## src/logic/ssl_map.svh

```systemverilog
// Purpose: constants for the supply supervisor low-power control block
// Assumes: 200 MHz core clock, period 5 ns
// Notes: times are kept in ns, cycle counts derived from them
`ifndef SSL_MAP_SVH
`define SSL_MAP_SVH

`define SSL_CLK_PERIOD_NS 5
`define SSL_SETTLE_FAST_NS 2000
`define SSL_SETTLE_SLOW_NS 150000
// least times round up to whole cycles
`define SSL_SETTLE_FAST_CYC ((`SSL_SETTLE_FAST_NS + `SSL_CLK_PERIOD_NS - 1) / `SSL_CLK_PERIOD_NS)
`define SSL_SETTLE_SLOW_CYC ((`SSL_SETTLE_SLOW_NS + `SSL_CLK_PERIOD_NS - 1) / `SSL_CLK_PERIOD_NS)
`define SSL_WAKE_SLOW_NS 150000
`define SSL_WAKE_SLOW_CYC ((`SSL_WAKE_SLOW_NS + `SSL_CLK_PERIOD_NS - 1) / `SSL_CLK_PERIOD_NS)
`define SSL_CNT_W 16

`endif

```

## src/logic/ssl_pkg.sv

```systemverilog
// Purpose: types for the supply supervisor low-power control block
// Assumes: nothing beyond the map header
// Notes: control words are packed structs, one per supply side
package ssl_pkg;
    typedef enum logic [1:0] {SSL_OFF, SSL_NORMAL, SSL_FULL} ssl_state_e;

    typedef struct packed {
        logic auto_ctl;
        logic sup_en;
        logic sup_keep;
        logic sup_fp;
        logic mon_en;
        logic mon_fp;
        logic overvolt_en;
    } ssl_hi_ctl_s;

    typedef struct packed {
        logic auto_ctl;
        logic sup_en;
        logic sup_keep;
        logic sup_fp;
        logic mon_en;
        logic mon_fp;
        logic ev_reset;
    } ssl_lo_ctl_s;
endpackage : ssl_pkg

```

## src/logic/ssl_supervisor_ctl.sv

```systemverilog
// Purpose: supervisor/monitor state control, settling delays, wakeup speed and event routing
// Assumes: control words written by firmware with a one-cycle write strobe; i_lowpower high in LPM2/3/4
// Notes: analog comparators sit outside; this block only enables them and routes their trips
`include "ssl_map.svh"
`timescale 1ns/1ps
`default_nettype none

// Operation
// - control write raises settling flags; software waits
// - some high settings turn off in lowpower
// - low full-perf clear selects 150us slow wakeup
// - overvoltage enable makes monitor trip reset
// - high auto control idles monitor in lowpower
// - low settle delay 2us full, 150us normal
module ssl_supervisor_ctl
    import ssl_pkg::*;
#(
    parameter int FAST_CYC = `SSL_SETTLE_FAST_CYC,
    parameter int SLOW_CYC = `SSL_SETTLE_SLOW_CYC,
    parameter int WAKE_CYC = `SSL_WAKE_SLOW_CYC
) (
    input wire logic i_clk,
    input wire logic i_rst_n,
    input wire logic i_hi_wr,
    input wire ssl_hi_ctl_s i_hi_ctl,
    input wire logic i_lo_wr,
    input wire ssl_lo_ctl_s i_lo_ctl,
    input wire logic i_lowpower,
    input wire logic i_wake_req,
    input wire logic i_hi_sup_trip,
    input wire logic i_hi_mon_trip,
    input wire logic i_lo_sup_trip,
    input wire logic i_lo_mon_trip,
    output logic o_hi_settle_delay_flag,
    output logic o_lo_settle_delay_flag,
    output ssl_state_e o_hi_sup_state,
    output ssl_state_e o_hi_mon_state,
    output ssl_state_e o_lo_sup_state,
    output ssl_state_e o_lo_mon_state,
    output logic o_slow_wakeup,
    output logic o_wake_done,
    output logic o_por,
    output logic o_lo_irq,
    output logic o_affected_config_check
);
    localparam int CW = `SSL_CNT_W;

    // supervisor/monitor state from enable, keep, perf and auto bits
    // one decode for every unit keeps the four state tables from drifting apart
    function automatic ssl_state_e sv_state(input logic en, input logic keep, input logic fp,
                                            input logic auto_c, input logic lp);
        if (!en)
            return SSL_OFF;
        if (!lp)
            return fp ? SSL_FULL : SSL_NORMAL;
        if (!keep)
            return SSL_OFF;
        if (auto_c)
            return fp ? SSL_NORMAL : SSL_OFF; // auto degrades full to normal
        return fp ? SSL_FULL : SSL_NORMAL;
    endfunction : sv_state

    ssl_hi_ctl_s hi_q;
    ssl_lo_ctl_s lo_q;
    logic [CW-1:0] hi_cnt_q, lo_cnt_q, wake_cnt_q;
    logic waking_q;

    // control words take effect on their write strobe
    always_ff @(posedge i_clk or negedge i_rst_n) begin
        if (!i_rst_n) begin
            hi_q <= '0;
            lo_q <= '0;
        end else begin
            if (i_hi_wr) hi_q <= i_hi_ctl;
            if (i_lo_wr) lo_q <= i_lo_ctl;
        end
    end

    // state decode; monitors pass keep as 1, the high monitor is forced off by auto control in lowpower
    wire ssl_state_e hi_sup_d = sv_state(hi_q.sup_en, hi_q.sup_keep, hi_q.sup_fp, hi_q.auto_ctl, i_lowpower);
    wire ssl_state_e hi_mon_d = (hi_q.auto_ctl && i_lowpower) ? SSL_OFF
                              : sv_state(hi_q.mon_en, 1'b1, hi_q.mon_fp, 1'b0, i_lowpower);
    wire ssl_state_e lo_sup_d = sv_state(lo_q.sup_en, lo_q.sup_keep, lo_q.sup_fp, lo_q.auto_ctl, i_lowpower);
    wire ssl_state_e lo_mon_d = sv_state(lo_q.mon_en, 1'b1, lo_q.mon_fp, lo_q.auto_ctl, i_lowpower);

    // settling length picked from the perf bit being written
    // the new word sets the length, so raising the core level in normal mode gets the long wait
    wire [CW-1:0] lo_len = i_lo_ctl.sup_fp ? CW'(FAST_CYC) : CW'(SLOW_CYC);
    wire [CW-1:0] hi_new = i_hi_ctl.sup_fp ? CW'(FAST_CYC) : CW'(SLOW_CYC);

    // slow wakeup whenever a low-side unit is enabled with its full-perf bit clear, whatever its decoded state
    wire slow_d = (lo_q.sup_en && !lo_q.sup_fp) || (lo_q.mon_en && !lo_q.mon_fp);

    // either low unit off or in full-perf, combined with high normal-to-off transition
    wire lo_fast = !lo_q.sup_en || lo_q.sup_fp || !lo_q.mon_en || lo_q.mon_fp;
    wire hi_sup_hit = hi_q.sup_en && !hi_q.sup_fp && (!hi_q.sup_keep || hi_q.auto_ctl);
    wire hi_mon_hit = hi_q.mon_en && !hi_q.mon_fp && hi_q.auto_ctl;
    wire check_d = lo_fast && (hi_sup_hit || hi_mon_hit);

    // trips only count from units that are running
    // a trip from a unit that is off is analog noise, routing it would give false resets
    wire hi_sup_ev = i_hi_sup_trip && (hi_sup_d != SSL_OFF);
    wire hi_mon_ev = i_hi_mon_trip && (hi_mon_d != SSL_OFF);
    wire lo_ev = (i_lo_sup_trip && lo_sup_d != SSL_OFF) || (i_lo_mon_trip && lo_mon_d != SSL_OFF);
    wire por_d = hi_sup_ev || (hi_mon_ev && hi_q.overvolt_en) || (lo_ev && lo_q.ev_reset);
    wire irq_d = lo_ev && !lo_q.ev_reset;

    // settling counters; a new write restarts the delay
    // a write always wins over the countdown, so a later write reloads the wait with the length its own perf bit picks
    always_ff @(posedge i_clk or negedge i_rst_n) begin
        if (!i_rst_n) begin
            hi_cnt_q <= '0;
            lo_cnt_q <= '0;
        end else begin
            if (i_hi_wr) hi_cnt_q <= hi_new;
            else if (hi_cnt_q != '0) hi_cnt_q <= hi_cnt_q - CW'(1);
            if (i_lo_wr) lo_cnt_q <= lo_len;
            else if (lo_cnt_q != '0) lo_cnt_q <= lo_cnt_q - CW'(1);
        end
    end

    // wakeup timer: slow mode holds the done pulse back by the slow wake time
    // limitation: a wake request while a slow wake runs is ignored, the running one finishes
    always_ff @(posedge i_clk or negedge i_rst_n) begin
        if (!i_rst_n) begin
            waking_q <= 1'b0;
            wake_cnt_q <= '0;
            o_wake_done <= 1'b0;
        end else begin
            o_wake_done <= 1'b0;
            if (i_wake_req && !waking_q) begin
                waking_q <= slow_d;
                wake_cnt_q <= slow_d ? CW'(WAKE_CYC) : '0;
                o_wake_done <= !slow_d;
            end else if (waking_q) begin
                if (wake_cnt_q == CW'(1)) begin
                    waking_q <= 1'b0;
                    o_wake_done <= 1'b1;
                end
                wake_cnt_q <= wake_cnt_q - CW'(1);
            end
        end
    end

    // registered outputs; every pin comes straight from a flop, one cycle after its cause
    always_ff @(posedge i_clk or negedge i_rst_n) begin
        if (!i_rst_n) begin
            o_hi_settle_delay_flag <= 1'b0;
            o_lo_settle_delay_flag <= 1'b0;
            o_hi_sup_state <= SSL_OFF;
            o_hi_mon_state <= SSL_OFF;
            o_lo_sup_state <= SSL_OFF;
            o_lo_mon_state <= SSL_OFF;
            o_slow_wakeup <= 1'b0;
            o_por <= 1'b0;
            o_lo_irq <= 1'b0;
            o_affected_config_check <= 1'b0;
        end else begin
            o_hi_settle_delay_flag <= i_hi_wr || (hi_cnt_q > CW'(1));
            o_lo_settle_delay_flag <= i_lo_wr || (lo_cnt_q > CW'(1));
            o_hi_sup_state <= hi_sup_d;
            o_hi_mon_state <= hi_mon_d;
            o_lo_sup_state <= lo_sup_d;
            o_lo_mon_state <= lo_mon_d;
            o_slow_wakeup <= slow_d;
            o_por <= por_d;
            o_lo_irq <= irq_d;
            o_affected_config_check <= check_d;
        end
    end

    // checks; triggered from the inputs as well, they check registered outputs and internal state
    // settling flags and lengths
    hi_flag_set_a: assert property (@(posedge i_clk) disable iff (!i_rst_n)
        i_hi_wr |=> o_hi_settle_delay_flag) else $error("high settle flag not raised");
    lo_flag_set_a: assert property (@(posedge i_clk) disable iff (!i_rst_n)
        i_lo_wr && i_lo_ctl.sup_fp |=> o_lo_settle_delay_flag [*2]) else $error("low settle flag short");
    lo_fast_len_a: assert property (@(posedge i_clk) disable iff (!i_rst_n)
        i_lo_wr && i_lo_ctl.sup_fp |=> lo_cnt_q == CW'(FAST_CYC)) else $error("low fast settle length wrong");
    lo_slow_len_a: assert property (@(posedge i_clk) disable iff (!i_rst_n)
        i_lo_wr && !i_lo_ctl.sup_fp |=> lo_cnt_q == CW'(SLOW_CYC)) else $error("low slow settle length wrong");
    hi_fast_len_a: assert property (@(posedge i_clk) disable iff (!i_rst_n)
        i_hi_wr && i_hi_ctl.sup_fp |=> hi_cnt_q == CW'(FAST_CYC)) else $error("high fast settle length wrong");
    // state decode and config check
    hi_off_lp_a: assert property (@(posedge i_clk) disable iff (!i_rst_n)
        i_lowpower && !hi_q.sup_keep |=> o_hi_sup_state == SSL_OFF) else $error("high supervisor not off");
    hi_auto_deg_a: assert property (@(posedge i_clk) disable iff (!i_rst_n)
        i_lowpower && hi_q.sup_en && hi_q.sup_keep && hi_q.sup_fp && hi_q.auto_ctl
        |=> o_hi_sup_state == SSL_NORMAL) else $error("auto degrade wrong");
    hi_mon_idle_a: assert property (@(posedge i_clk) disable iff (!i_rst_n)
        i_lowpower && hi_q.auto_ctl |=> o_hi_mon_state == SSL_OFF) else $error("monitor active in lowpower");
    cfg_check_a: assert property (@(posedge i_clk) disable iff (!i_rst_n)
        o_affected_config_check |-> $past(lo_fast)) else $error("config check wrong");
    // event routing and wakeup
    overvolt_por_a: assert property (@(posedge i_clk) disable iff (!i_rst_n)
        hi_q.overvolt_en && i_hi_mon_trip && hi_mon_d != SSL_OFF |=> o_por) else $error("overvoltage trip no reset");
    lo_route_a: assert property (@(posedge i_clk) disable iff (!i_rst_n)
        o_lo_irq |-> !$past(lo_q.ev_reset)) else $error("low event routed wrong");
    lo_irq_set_a: assert property (@(posedge i_clk) disable iff (!i_rst_n)
        i_lo_sup_trip && lo_sup_d != SSL_OFF && !lo_q.ev_reset |=> o_lo_irq) else $error("low event lost");
    slow_sel_a: assert property (@(posedge i_clk) disable iff (!i_rst_n)
        lo_q.sup_en && !lo_q.sup_fp |=> o_slow_wakeup) else $error("slow wakeup not selected");
    slow_wake_a: assert property (@(posedge i_clk) disable iff (!i_rst_n)
        i_wake_req && !waking_q && slow_d |=> !o_wake_done [*8]) else $error("slow wakeup too quick");
    fast_wake_a: assert property (@(posedge i_clk) disable iff (!i_rst_n)
        i_wake_req && !waking_q && !slow_d |=> o_wake_done) else $error("fast wakeup late");

    // main scenarios the bench should reach
    cov_wr_c: cover property (@(posedge i_clk) (i_lo_wr && i_lo_ctl.sup_fp) ##1 o_lo_settle_delay_flag
        ##[1:1000] !o_lo_settle_delay_flag);
    cov_por_c: cover property (@(posedge i_clk) o_por);
    cov_irq_c: cover property (@(posedge i_clk) o_lo_irq);
    cov_slow_c: cover property (@(posedge i_clk) o_wake_done && o_slow_wakeup);
    cov_auto_lp_c: cover property (@(posedge i_clk) i_lowpower && hi_q.auto_ctl && hi_q.mon_en);
endmodule : ssl_supervisor_ctl

`default_nettype wire

```

## config.mk

```make
export PLATFORM = sky130hd
export DESIGN_NAME = ssl_supervisor_ctl
export DESIGN_NICKNAME = d
export VERILOG_FILES = /design/src/logic/ssl_pkg.sv /design/src/logic/ssl_supervisor_ctl.sv
export VERILOG_INCLUDE_DIRS = /design/src /design/src/logic
export SDC_FILE = /design/constraint.sdc
export NUM_CORES = 1
export LEC_CHECK = 0
export ABC_AREA = 1
export ABC_CLOCK_PERIOD_IN_PS = 1500
export BUFFER_PORTS_ARGS = -buffer_cell sky130_fd_sc_hd__buf_2
export CORE_ASPECT_RATIO = 0.6
export CORE_UTILIZATION = 54
export CTS_BUF_LIST = sky130_fd_sc_hd__clkbuf_16
export CTS_CLUSTER_DIAMETER = 30
export CTS_CLUSTER_SIZE = 14
export DETAILED_ROUTE_END_ITERATION = 7
export PLACE_DENSITY = 0.77
export SYNTH_ARGS = -nofsm -noshare
export SYNTH_HDL_FRONTEND = slang
export SYNTH_SLANG_ARGS = --single-unit
```

## constraint.sdc

```tcl
create_clock -name i_clk -period 1.5 [get_ports i_clk]
set_input_delay 0.45 -clock i_clk [delete_from_list [all_inputs] [get_ports i_clk]]
set_output_delay 0.45 -clock i_clk [all_outputs]
set_load 0.02 [all_outputs]
```

==> qor.txt <==
CLOCK TREE
--------------------------------------------------------------------------------------
TritonCTS Sinks                                                                     78
Buffer type at the clock tree root                                        sky130_fd_sc_hd__clkbuf_16
Max Root-Sink Buffers                                                                2
Number of buffers inserted by hold repair at cts                                     0
Clock buffers created by TritonCTS                                                   9
TritonCTS clock tree                                                             built
Clk_lat worst skew                                                             0.34 ns
Number of H-tree levels                                                              3
Reg clk slew, reported paths                                                   0.06 ns

TIMING
--------------------------------------------------------------------------------------
Measured slew at the worst slew-check pin                                    0.3461 ns
Worst slew margin                                                               76.92%
Final setup viols                                                                    0
Tmin final                                                                    1.466 ns
Setup TNS                                                                         0 ns
Skew final                                                                 0.005500 ns
Max Clk Rate                                                                 682.0 MHz
Post-route fraction of the period consumed by the critical path                 97.75%
Final Hold Violating Endpoints                                                       0
Total count of max-transition violations in the final report                         0

ROUTE
--------------------------------------------------------------------------------------
Detailed-route wire length per cell                                           13.80 um
Number of iterations in the first detailed-routing pass                              5
Detailed Route Iter0 Violations                                                    282
DRT Wirelength                                                                9.685 mm
Detailed-route DRC error count                                                       0
Via density per instance                                                         5.188
Total via count in the routed design                                              3642
Count of antenna-violating nets left after detailed routing                          0

PLACED DESIGN
--------------------------------------------------------------------------------------
Placed cell count                                                                  681
HPWL reported at the end of detailed placement                                7.078 mm
Port buffer count                                                                   38
Total cell area at the placement stage                                        4644 um2
Routability congestion estimate from global placement                           0.9232

FINISH
--------------------------------------------------------------------------------------
Number of nets in the final layout                                                 626
Synth-to-layout area growth                                                     22.99%
Final cell count without fillers                                                   702
Number of fill cells in the layout                                                 546
Antenna cells                                                                        0
Share of layout cells above drive strength 1                                    22.58%
Cell area after layout                                                        5094 um2
Final core utilization                                                          69.52%

WORST SETUP PATH
--------------------------------------------------------------------------------------
Most used cell, CP                                                        sky130_fd_sc_hd__nand2_1
Worst-case register-to-register setup slack                                    0.03 ns
Setup Crit Path Kind                                                      register to register
Crit-path cells                                                           inv_2 -> ha_4 -> nand2_4 -> nor2_8 -> buf_4 -> nand2_1 -> nand2_1 -> nand3_1 -> a21oi_1
FF-to-FF Start                                                            lo_cnt_q[0]$_DFFE_PN0P_
Maximum fanout along the worst path                                                  6
Worst Path Required                                                            1.76 ns
Library cell contributing the largest single delay on the critical path   sky130_fd_sc_hd__dfrtp_1
Capture point of the worst reg-to-reg path                                lo_cnt_q[12]$_DFFE_PN0P_
Cell depth of the worst flop-to-flop path                                            9
Critical Path End Type                                                        register
CP Data Arrival Time                                                           1.73 ns
Critical Path Start Type                                                      register
Delay of the slowest critical-path stage                                       0.40 ns

FLOORPLANNING
--------------------------------------------------------------------------------------
Vertical die dimension                                                        69.84 um
Overall die width                                                             115.1 um
# IOs                                                                               39
Total Die Area                                                                8035 um2
Standard-cell row count                                                             24
Area inside the core boundary                                                 7327 um2
Starting density of the core                                                    56.52%

SYNTHESIS
--------------------------------------------------------------------------------------
Mapped Area                                                                   4141 um2
Nets in the synthesized netlist                                                    554
Sequential fraction of the synthesis area                                       47.13%
Total of warnings raised by yosys                                                    0
Largest area contributor in the synthesized netlist                       sky130_fd_sc_hd__dfrtp_1
Share of synthesized registers carrying an async set or reset                   100.0%
Most used standard cell by instance count after synthesis                 sky130_fd_sc_hd__nand2_1
Mean post-synth cell area                                                    7.949 um2
Number of unique standard cell types used by synthesis                              35
Dominant register cell in the synthesized netlist                         sky130_fd_sc_hd__dfrtp_1
Gate count after technology mapping                                                521
Yosys top cell area share                                                       47.13%
Flops & latches, synth                                                              78
Count of flip-flops with a built-in enable after synthesis                           0
Cell types occupying the most area after synthesis                        sky130_fd_sc_hd__dfrtp_1, sky130_fd_sc_hd__nand2_1, sky130_fd_sc_hd__nor2_1
Most numerous cell types in the synthesized netlist                       sky130_fd_sc_hd__nand2_1, sky130_fd_sc_hd__dfrtp_1, sky130_fd_sc_hd__nor2_1, sky130_fd_sc_hd__inv_1, sky130_fd_sc_hd__nand3_1

POWER
--------------------------------------------------------------------------------------
Peak VDD IR                                                                   973.1 uV
Power per Cell Area                                                        1079 nW/um2
Leak                                                                          2.564 nW

GLOBAL ROUTING
--------------------------------------------------------------------------------------
GR Util All Layers                                                              26.94%
Largest net degree at the start of global routing                                   25
Grt ovf                                                                              0
Wire length of the first global-routing pass                                  16.49 mm
Via count of the first global-routing pass                                        3464
Initial antenna violation count                                                      0

RUN STATUS
--------------------------------------------------------------------------------------
Run status                                                                finished clean

JOB
--------------------------------------------------------------------------------------
Max-cap viol count                                                                   0

WORST HOLD PATH
--------------------------------------------------------------------------------------
Hold Path Class                                                           primary input to async pin

-- metrics by stage --
step | setup WS, ns | hold WS (ns) | power, mW
after floorplan | 0.03789 | 0.1544 | 2.875
after global placement | 0.04796 | 0.3785 | 3.136
after detailed placement | -0.02738 | 0.3783 | 3.154
after CTS | 0.001171 | 0.01700 | 5.471
after global routing | -0.02008 | 0.02839 | 5.754
final | 0.03381 | 0.01319 | 5.495
-- how the worst max path moves through the flow --
stage,cells past startpoint,start,end,slack (ns)
2_1_floorplan,8,lo_cnt_q[0]$_DFFE_PN0P_,lo_cnt_q[5]$_DFFE_PN0P_,0.04
3_3_place_gp,8,lo_cnt_q[1]$_DFFE_PN0P_,lo_cnt_q[5]$_DFFE_PN0P_,0.05
3_5_place_dp,8,lo_cnt_q[0]$_DFFE_PN0P_,lo_cnt_q[5]$_DFFE_PN0P_,-0.03
4_1_cts,9,hi_cnt_q[0]$_DFFE_PN0P_,hi_cnt_q[7]$_DFFE_PN0P_,0.001
5_1_grt,9,lo_cnt_q[1]$_DFFE_PN0P_,lo_cnt_q[12]$_DFFE_PN0P_,-0.02
6_report,9,lo_cnt_q[0]$_DFFE_PN0P_,lo_cnt_q[12]$_DFFE_PN0P_,0.03
-- cells in the final DEF (no fill, tap or decap), types with 3 or more instances in the layout --
cell,synthesis,routed
sky130_fd_sc_hd__buf_2,2,37
sky130_fd_sc_hd__nor2_4,4,9
sky130_fd_sc_hd__nand2_4,5,3
sky130_fd_sc_hd__nand3_1,44,44
sky130_fd_sc_hd__clkbuf_16,0,9
sky130_fd_sc_hd__nand2_1,123,121
sky130_fd_sc_hd__inv_2,3,7
sky130_fd_sc_hd__nor3_1,6,6
sky130_fd_sc_hd__inv_1,63,60
sky130_fd_sc_hd__nor2_2,10,13
sky130_fd_sc_hd__nand4_1,5,5
sky130_fd_sc_hd__ha_1,9,6
sky130_fd_sc_hd__nor2_8,4,4
sky130_fd_sc_hd__dfrtp_1,78,76
sky130_fd_sc_hd__xnor2_1,5,5
sky130_fd_sc_hd__nor2_1,69,61
sky130_fd_sc_hd__nand2_2,3,5
sky130_fd_sc_hd__o21ai_1,2,4
sky130_fd_sc_hd__xor2_1,8,8
sky130_fd_sc_hd__o21ai_0,21,19
sky130_fd_sc_hd__buf_4,0,28
sky130_fd_sc_hd__a21oi_1,34,34
sky130_fd_sc_hd__or2_2,3,3
-- worst max-delay path, delay by kind of cell, from the launching register on --
kind / cells / cell delay (ns)
compound gates: 1 / 0.13
fa+ha+maj: 1 / 0.17
buf+inv: 2 / 0.24
flops: 1 / 0.40
simple gates: 5 / 0.45
-- cells by family after synthesis --
| logic type | after synthesis | share of synthesized area (%) |
|---|---|---|
| AOI/OAI and AO/OA | 68 | 8.943 |
| xor gates and xnor gates | 13 | 2.749 |
| adders and majority gates | 9 | 2.719 |
| buffers and inverters | 72 | 6.586 |
| DFF | 78 | 47.13 |
| and+or+nand+nor | 281 | 31.87 |
-- power breakdown --
group | internal [mW] | total [mW] | switching [mW]
logic | 0.316 | 0.819 | 0.503
clock network | 1.45 | 2.30 | 0.855
registers | 2.25 | 2.37 | 0.128
-- layout make-up --
cell class	count	area (um2)	area share (%)
clock buffers	9	225.2	4.422
multi-input cells	371	2012	39.50
inverters	66	247.7	4.864
clock inverters	7	88.84	1.744
flip-flops and latches	78	1954	38.37
well taps	104	130.1	2.555
repair buffers	67	435.4	8.548
-- routing by layer --
| metal | vias up | track usage (%) | share of wire (%) | routed length, um |
|---|---|---|---|---|
| met1 | 1711 | 39.74 | 50 | 4822 |
| met5 | - | 0 | 0 | 0 |
| met4 | 0 | 6.205 | 1.0 | 97 |
| met2 | 125 | 38.96 | 42 | 4109 |
| li1 | 1796 | - | - | - |
| met3 | 10 | 7.780 | 6.8 | 656 |
-- registers in the layout, indices dropped and copies added, names as in the netlist, 2 cells and up --
| register | count |
|---|---|
| o_hi_mon_state | 2 |
| lo_q | 7 |
| hi_cnt_q | 16 |
| o_hi_sup_state | 2 |
| lo_cnt_q | 16 |
| hi_q | 7 |
| o_lo_mon_state | 2 |
| wake_cnt_q | 16 |
| o_lo_sup_state | 2 |
-- repair_timing --
action                     4_1_cts  5_1_grt
setup endpoints to repair        4       27
setup buffers                    0        5
resized for setup                3       27
pin swaps                        3        5
Power figures use the tool's default switching activity.
